**src/ecw_map.vh**
```
`ifndef ECW_MAP_VH
`define ECW_MAP_VH
// ==========================================
// Register addresses
`define ECW_ADDR_SYS_EN 7'h04
`define ECW_ADDR_GLOBAL 7'h60
`define ECW_ADDR_SYS_EV 7'h61
`define ECW_ADDR_TRX_EV 7'h63
`define ECW_ADDR_WAKE_EV 7'h64
// ==========================================
// Field positions
`define ECW_GLB_SYS 0
`define ECW_GLB_TRX 2
`define ECW_GLB_WAKE 3
`define ECW_SYS_SERIAL_FAIL 1
`define ECW_SYS_OVERTEMP 2
`define ECW_SYS_POWER_ON 4
`define ECW_TRX_BUS_WAKE 0
`define ECW_TRX_BUS_FAIL 1
`define ECW_TRX_SILENCE 4
`define ECW_TRX_FRAME_ERR 5
`define ECW_WK_FALL 0
`define ECW_WK_RISE 1
// ==========================================
// Writable masks and reset values
`define ECW_SYS_EN_MASK 8'h06
`define ECW_SYS_EV_MASK 8'h16
`define ECW_TRX_EV_MASK 8'h33
`define ECW_WAKE_EV_MASK 8'h03
`define ECW_SYS_EN_RST 8'h00
`define ECW_SYS_EV_RST 8'h10
`define ECW_ZERO8 8'h00
// ==========================================
// Mode codes and timing
`define ECW_CODE_SLEEP 3'h1
`define ECW_MODE_STANDBY 2'h0
`define ECW_MODE_SLEEP 2'h1
`define ECW_MODE_OTHER 2'h2
`define ECW_CLK_MHZ 200
`define ECW_EVENT_DELAY_NS 400000
`define ECW_NS_PER_US 1000
`endif

```
**src/ecw_event_capture.v**
```verilog
`include "ecw_map.vh"
module ecw_event_capture #(
  parameter EVENT_DELAY_NS = `ECW_EVENT_DELAY_NS,
  parameter EVENT_DELAY_CYC = EVENT_DELAY_NS / `ECW_NS_PER_US * `ECW_CLK_MHZ
) (
  // Clock and reset
  input wire clk,
  input wire rst_b,
  // Register access
  input wire [6:0] reg_addr,
  input wire reg_wr,
  input wire reg_rd,
  input wire [7:0] reg_wdata,
  output reg [7:0] reg_rdata,
  // Event sources, one-cycle pulses
  input wire overtemp_warning_evt,
  input wire serial_failure_evt,
  input wire partial_net_frame_error_evt,
  input wire bus_silence_evt,
  input wire bus_failure_evt,
  input wire bus_wake_evt,
  input wire wake_rise_evt,
  input wire wake_fall_evt,
  // Enables held elsewhere
  input wire bus_silence_capture_en,
  input wire bus_failure_capture_en,
  input wire bus_wake_capture_en,
  input wire wake_rise_capture_en,
  input wire wake_fall_capture_en,
  // Mode and supply
  input wire transceiver_offline,
  input wire mode_cmd_valid,
  input wire [2:0] mode_control_code,
  input wire uv_forced_sleep,
  // Outputs
  output reg rxd_out,
  output reg [1:0] op_mode,
  output reg [7:0] global_event_summary
);

  // ==========================================
  // Registers
  reg [7:0] system_capture_enable_q;
  reg [7:0] system_event_flags_q;
  reg [7:0] transceiver_event_flags_q;
  reg [7:0] wake_pin_event_flags_q;
  reg [31:0] delay_cnt_q;
  reg delay_run_q;

  function [7:0] w1c_next;
    input [7:0] cur;
    input [7:0] set;
    input [7:0] mask;
    input hit;
    input [7:0] wdata;
    begin
      // Set wins over a clear landing in the same cycle
      w1c_next = ((cur & ~(hit ? wdata : `ECW_ZERO8)) | set) & mask;
    end
  endfunction

  // ==========================================
  // Decode
  wire wr_sys_en = reg_wr && reg_addr == `ECW_ADDR_SYS_EN;
  wire wr_sys = reg_wr && reg_addr == `ECW_ADDR_SYS_EV;
  wire wr_trx = reg_wr && reg_addr == `ECW_ADDR_TRX_EV;
  wire wr_wake = reg_wr && reg_addr == `ECW_ADDR_WAKE_EV;

  // ==========================================
  // Event sets
  reg [7:0] sys_set;
  reg [7:0] trx_set;
  reg [7:0] wake_set;
  always @* begin
    sys_set = `ECW_ZERO8;
    trx_set = `ECW_ZERO8;
    wake_set = `ECW_ZERO8;
    sys_set[`ECW_SYS_OVERTEMP] = overtemp_warning_evt &
      system_capture_enable_q[`ECW_SYS_OVERTEMP];
    sys_set[`ECW_SYS_SERIAL_FAIL] = serial_failure_evt &
      system_capture_enable_q[`ECW_SYS_SERIAL_FAIL];
    trx_set[`ECW_TRX_FRAME_ERR] = partial_net_frame_error_evt;
    trx_set[`ECW_TRX_SILENCE] = bus_silence_evt &
      bus_silence_capture_en;
    trx_set[`ECW_TRX_BUS_FAIL] = bus_failure_evt &
      bus_failure_capture_en;
    trx_set[`ECW_TRX_BUS_WAKE] = bus_wake_evt & bus_wake_capture_en;
    wake_set[`ECW_WK_RISE] = wake_rise_evt & wake_rise_capture_en;
    wake_set[`ECW_WK_FALL] = wake_fall_evt & wake_fall_capture_en;
  end

  // A clear is any written 1 on a currently set flag
  wire clear_hit = (wr_sys && |(reg_wdata & system_event_flags_q)) ||
    (wr_trx && |(reg_wdata & transceiver_event_flags_q)) ||
    (wr_wake && |(reg_wdata & wake_pin_event_flags_q));

  wire [7:0] sys_d = w1c_next(system_event_flags_q, sys_set,
    `ECW_SYS_EV_MASK, wr_sys, reg_wdata);
  wire [7:0] trx_d = w1c_next(transceiver_event_flags_q, trx_set,
    `ECW_TRX_EV_MASK, wr_trx, reg_wdata);
  wire [7:0] wake_d = w1c_next(wake_pin_event_flags_q, wake_set,
    `ECW_WAKE_EV_MASK, wr_wake, reg_wdata);

  wire any_pending = |system_event_flags_q | |transceiver_event_flags_q |
    |wake_pin_event_flags_q;
  wire regular_wake_en = bus_wake_capture_en | wake_rise_capture_en |
    wake_fall_capture_en;

  // ==========================================
  // Flags and enables
  always @(posedge clk) begin
    if (!rst_b) begin
      system_capture_enable_q <= `ECW_SYS_EN_RST;
      system_event_flags_q <= `ECW_SYS_EV_RST;
      transceiver_event_flags_q <= `ECW_ZERO8;
      wake_pin_event_flags_q <= `ECW_ZERO8;
    end else if (uv_forced_sleep) begin
      // Undervoltage wipes all captured events, power-on flag too
      system_event_flags_q <= `ECW_ZERO8;
      transceiver_event_flags_q <= `ECW_ZERO8;
      wake_pin_event_flags_q <= `ECW_ZERO8;
    end else begin
      if (wr_sys_en) begin
        system_capture_enable_q <= reg_wdata & `ECW_SYS_EN_MASK;
      end
      system_event_flags_q <= sys_d;
      transceiver_event_flags_q <= trx_d;
      wake_pin_event_flags_q <= wake_d;
    end
  end

  // ==========================================
  // Delay timer
  always @(posedge clk) begin
    if (!rst_b) begin
      delay_run_q <= 1'b0;
      delay_cnt_q <= 32'h00000000;
    end else if (clear_hit) begin
      delay_run_q <= 1'b1;
      delay_cnt_q <= 32'h00000000;
    end else if (delay_run_q) begin
      if (delay_cnt_q >= EVENT_DELAY_CYC - 1) begin
        delay_run_q <= 1'b0;
      end
      delay_cnt_q <= delay_cnt_q + 32'h00000001;
    end
  end

  // ==========================================
  // Receive pin signalling
  always @(posedge clk) begin
    if (!rst_b) begin
      rxd_out <= 1'b1;
    end else if (clear_hit || delay_run_q) begin
      rxd_out <= 1'b1;
    end else begin
      // Only meaningful offline; online the pin is held high
      rxd_out <= !(transceiver_offline && any_pending);
    end
  end

  // ==========================================
  // Mode control
  always @(posedge clk) begin
    if (!rst_b) begin
      op_mode <= `ECW_MODE_STANDBY;
    end else if (uv_forced_sleep) begin
      op_mode <= `ECW_MODE_SLEEP;
    end else if (mode_cmd_valid) begin
      if (mode_control_code == `ECW_CODE_SLEEP) begin
        // Avoid a sleep with no way out
        op_mode <= (regular_wake_en && !any_pending) ?
          `ECW_MODE_SLEEP : `ECW_MODE_STANDBY;
      end else begin
        op_mode <= `ECW_MODE_OTHER;
      end
    end
  end

  // ==========================================
  // Summary and read port
  always @(posedge clk) begin
    if (!rst_b) begin
      global_event_summary <= `ECW_ZERO8;
      reg_rdata <= `ECW_ZERO8;
    end else begin
      global_event_summary <= `ECW_ZERO8;
      // Undervoltage wipes the flags, so the summary must follow
      global_event_summary[`ECW_GLB_WAKE] <= |wake_d && !uv_forced_sleep;
      global_event_summary[`ECW_GLB_TRX] <= |trx_d && !uv_forced_sleep;
      global_event_summary[`ECW_GLB_SYS] <= |sys_d && !uv_forced_sleep;
      if (reg_rd) begin
        // Reads have no side effect on the flags
        case (reg_addr)
          `ECW_ADDR_SYS_EN: reg_rdata <= system_capture_enable_q;
          `ECW_ADDR_GLOBAL: reg_rdata <= global_event_summary;
          `ECW_ADDR_SYS_EV: reg_rdata <= system_event_flags_q;
          `ECW_ADDR_TRX_EV: reg_rdata <= transceiver_event_flags_q;
          `ECW_ADDR_WAKE_EV: reg_rdata <= wake_pin_event_flags_q;
          default: reg_rdata <= `ECW_ZERO8;
        endcase
      end
    end
  end

endmodule

```
**config.mk**
```make
export PLATFORM = sky130hd
export DESIGN_NAME = ecw_event_capture
export DESIGN_NICKNAME = d
export VERILOG_FILES = /design/src/ecw_event_capture.v
export VERILOG_INCLUDE_DIRS = /design/src
export SDC_FILE = /design/constraint.sdc
export NUM_CORES = 1
export LEC_CHECK = 0
export BUFFER_PORTS_ARGS = -buffer_cell sky130_fd_sc_hd__buf_4
export CAP_MARGIN = 15
export CORE_ASPECT_RATIO = 1.5
export CORE_MARGIN = 10
export CORE_UTILIZATION = 50
export CTS_BUF_LIST = sky130_fd_sc_hd__clkbuf_4 sky130_fd_sc_hd__clkbuf_8 sky130_fd_sc_hd__clkbuf_16
export CTS_CLUSTER_SIZE = 40
export DETAILED_ROUTE_END_ITERATION = 10
export HOLD_SLACK_MARGIN = 0.08
export PLACE_DENSITY = 0.76
export SLEW_MARGIN = 20
export SYNTH_ARGS = -nofsm -noshare
export SYNTH_HDL_FRONTEND = slang
export SYNTH_SLANG_ARGS = --single-unit
export TNS_END_PERCENT = 50
```
**constraint.sdc**
```tcl
create_clock -name clk -period 1.56 [get_ports clk]
set_input_delay 0.156 -clock clk [delete_from_list [all_inputs] [get_ports clk]]
set_output_delay 0.156 -clock clk [all_outputs]
set_load 0.03 [all_outputs]
```
==> flow_summary.ini <==
[run_status]
outcome = finished, violations left
failed_checks = negative setup slack

[finish]
drive_above_1_share = 0.368
finalNetCount = 481
syn_to_final_growth_pct = 39.0
filler_free_cell_count_of_the_finished_design = 513
fin_util = 0.722
fillCellCount = 447
antenna_cells_inserted = 0

[routing]
remaining_drc_errors = 0
vias_per_cell = 5.81
firstDrtPassIters = 5
wl_per_cell_um = 16.2
ant_nets = 0
drt-total-wl_mm = 8.29
drtIter0Drc = 181
num_vias = 2980

[setup_path]
critPathMaxStageDelay_ns = 0.52
timing.critical_path.cells = nand4_1 > or3_1 > or4_4 > a21oi_2
cp_arrival_ns = 1.90
worst_setup_path_end_kind = flip-flop
critPathMaxFanout = 3
critPathSlowestCell = or4_4
timing_worst_setup_path_type = reg2reg
cp-start-kind = flip-flop
cp.required_ns = 1.81

[yosys]
synth.yosys.seq_area_share = 0.390
netlist_top_cells_count = 56 x dfxtp_1, 31 x nor2_1, 22 x a21oi_1
synth.yosys.warnings = 0
synth-main-ff-cell = dfxtp_1
synth.area.top_cells = dfxtp_1 39%, nor2_1 4.0%, a21oi_1 3.8%
synth_top_cell_by_area = dfxtp_1
syn_inst = 335
yosys.cell_count.top_type = dfxtp_1
synth_top_family_by_area = simple AND/OR/NAND/NOR gates
synth_edf_count = 0
synthDominantCellAreaShare = 0.390
ys_seq_elements = 56
synthSimpleGateAreaFrac = 0.294
synth-adder-area-share = 0.00435
synth-compound-area-share = 0.168
syn_avg_cell_area_sq_um = 8.58
synth.cell_area_sq_mm = 0.00288
proportion_of_synthesized_flip_flops_having_asynchronous_set_or_reset = 0
synth.mux.area_fraction = 0.0357
post_synth_num_cell_types = 52
xor_xnor_portion_of_the_synthesized_cell_area = 0.0396

[floorplan]
dieArea_sq_mm = 0.00925
placeableCoreArea_sq_mm = 0.00553
rows = 33
floorplan.die.width_um = 81.9
num_io_pins = 57
initial_utilization = 0.520
die_height_um = 113

[timing]
finalCriticalPeriod_ns = 1.65
timing_hold_violations_final = 0
rsz0062_at_grt = yes
setup_viol = 7
fin_worst_skew_ns = 0.0105
max_clock_freq_mhz = 607
final_min_period_over_clock_period = 1.06
setup_slack_ns = -0.0887
timing.final.max_slew_violations = 0
finalHoldWorstSlack_ns = 0.105

[clock_network]
cts_made_buffers = 5
cts_tree = built
path_clk_slew_ns = 0.11
clockRootBuffer = clkbuf_8
h-tree-depth = 2
max-clock-path-buffers = 2
cts_num_sinks = 56
insertion_delay_ns = 0.32

[worst_hold_path]
timing.hold.worst.class = in2reg

[global_routing]
grt_overflow = 0
grt_antenna_before_repair = 0
grt.met3_usage = 0.0468
via_count_of_the_first_global_routing_pass = 2969
met1_usage = 0.177
use_met2 = 0.333
pin_count_of_the_biggest_net_entering_global_routing = 18
gr-usage-all-layers = 0.176
wire_length_of_the_first_global_routing_pass_mm = 13.4
grt_busiest_layer = met2

[power]
leakage_nw = 1.60
p_per_area_mw_per_mm2 = 706
irDropWorstVdd_v = 0.000591

[placement]
dp.final_hpwl_mm = 6.26
weighted_congestion_reported_at_the_end_of_routability_driven_placement = 0.947
place.port_buffers = 46
numPlacedInstances = 497

[run]
cap_violations = 0
## path summary, 6_finish.rpt
path	from	to	slack [ns]	depth (start not counted)
max reg2reg	delay_cnt_q[23]	delay_cnt_q[30]	-0.09	4
min	transceiver_offline	rxd_out	0.10	3
max	delay_cnt_q[23]	delay_cnt_q[30]	-0.09	4
min reg2reg	reg_rdata[5]	reg_rdata[5]	0.48	2
## critical path, delay by kind of cell (launching register included)
kind	cells	cell delay, ns
AND/OR/NAND/NOR	3	1.10
AO/OA/AOI/OAI	1	0.13
flip-flops	1	0.34
## cells by family (layout without fill, tap and decap cells)
group,count (synthesis),after routing
AOI/OAI and AO/OA,73,73
other,1,7
xor gates and xnor gates,13,13
buffers and inverters,35,137
and+or+nand+nor,146,146
adders and majority gates,1,1
DFF,56,56
muxes,10,10
## per-stage QoR
step                setup TNS, ns  setup WS (ns)  cell area, sq um  power [mW]
floorplan                 -0.0408        -0.0219              2920        1.66
global placement           -0.165        -0.0526              3700        1.79
detailed placement         -0.507        -0.0903              3700        1.79
CTS                        -0.366        -0.0750              3880        2.82
global route                -1.36         -0.150              4000        2.92
finish                     -0.366        -0.0887              4000        2.82
## cell usage in the layout (no fill, tap or decap), types with 4 or more instances in the layout
master	instances
conb_1	7
o31ai_1	6
nor2b_1	4
a21oi_2	5
xnor2_1	6
a22oi_1	6
dfxtp_2	9
nand2b_1	6
a21oi_1	17
buf_4	112
nand2_1	16
and3_1	6
nand4_1	17
xor2_1	7
or3_1	10
nor2_1	31
o2111ai_1	8
buf_6	5
nand3_1	16
clkbuf_8	7
and4_1	4
dfxtp_4	4
o21ai_0	15
dfxtp_1	43
nor3_1	5
mux2i_1	8
inv_1	9
## layer usage
layer / vias to the layer above / routed length, um
met1: 1438 / 3040
met4: 0 / 117
li1: 1456 / -
met3: 9 / 423
met2: 77 / 4710
met5: - / 0
## what timing repair did
item / in CTS / in global routing
gates resized for setup: 10 / 25
setup buffers: 1 / 5
pin swaps: 6 / 17
hold endpoints to repair: 2 / 0
hold buffers: 2 / 0
setup endpoints to repair: 16 / 19
## layout make-up
type                            instances  area (sq um)  share of cell area
Timing Repair Buffer                  120           937               0.235
Clock buffer                            7          96.3              0.0241
Sequential cell                        56          1150               0.287
Multi-Input combinational cell        250          1660               0.416
Inverter                                9          33.8             0.00845
Tap cell                               70          87.6              0.0219
Clock inverter                          1          30.0             0.00751
## sequential cells by signal (all words and copies together), names as in the netlist
register and flops:
reg_rdata 6, global_event_summary 3, op_mode 2, wake_pin_event_flags_q 2, delay_run_q 1, transceiver_event_flags_q 4, system_event_flags_q 3, system_capture_enable_q 2
delay_cnt_q 32, rxd_out 1
## power by group
group / internal [mW] / switching [mW] / total (mW)
sequential: 1.44 / 0.0114 / 1.45
combinational: 0.142 / 0.168 / 0.311
clock: 0.568 / 0.490 / 1.06
total: 2.15 / 0.669 / 2.82
No activity file was read; power rests on OpenSTA's default activity.
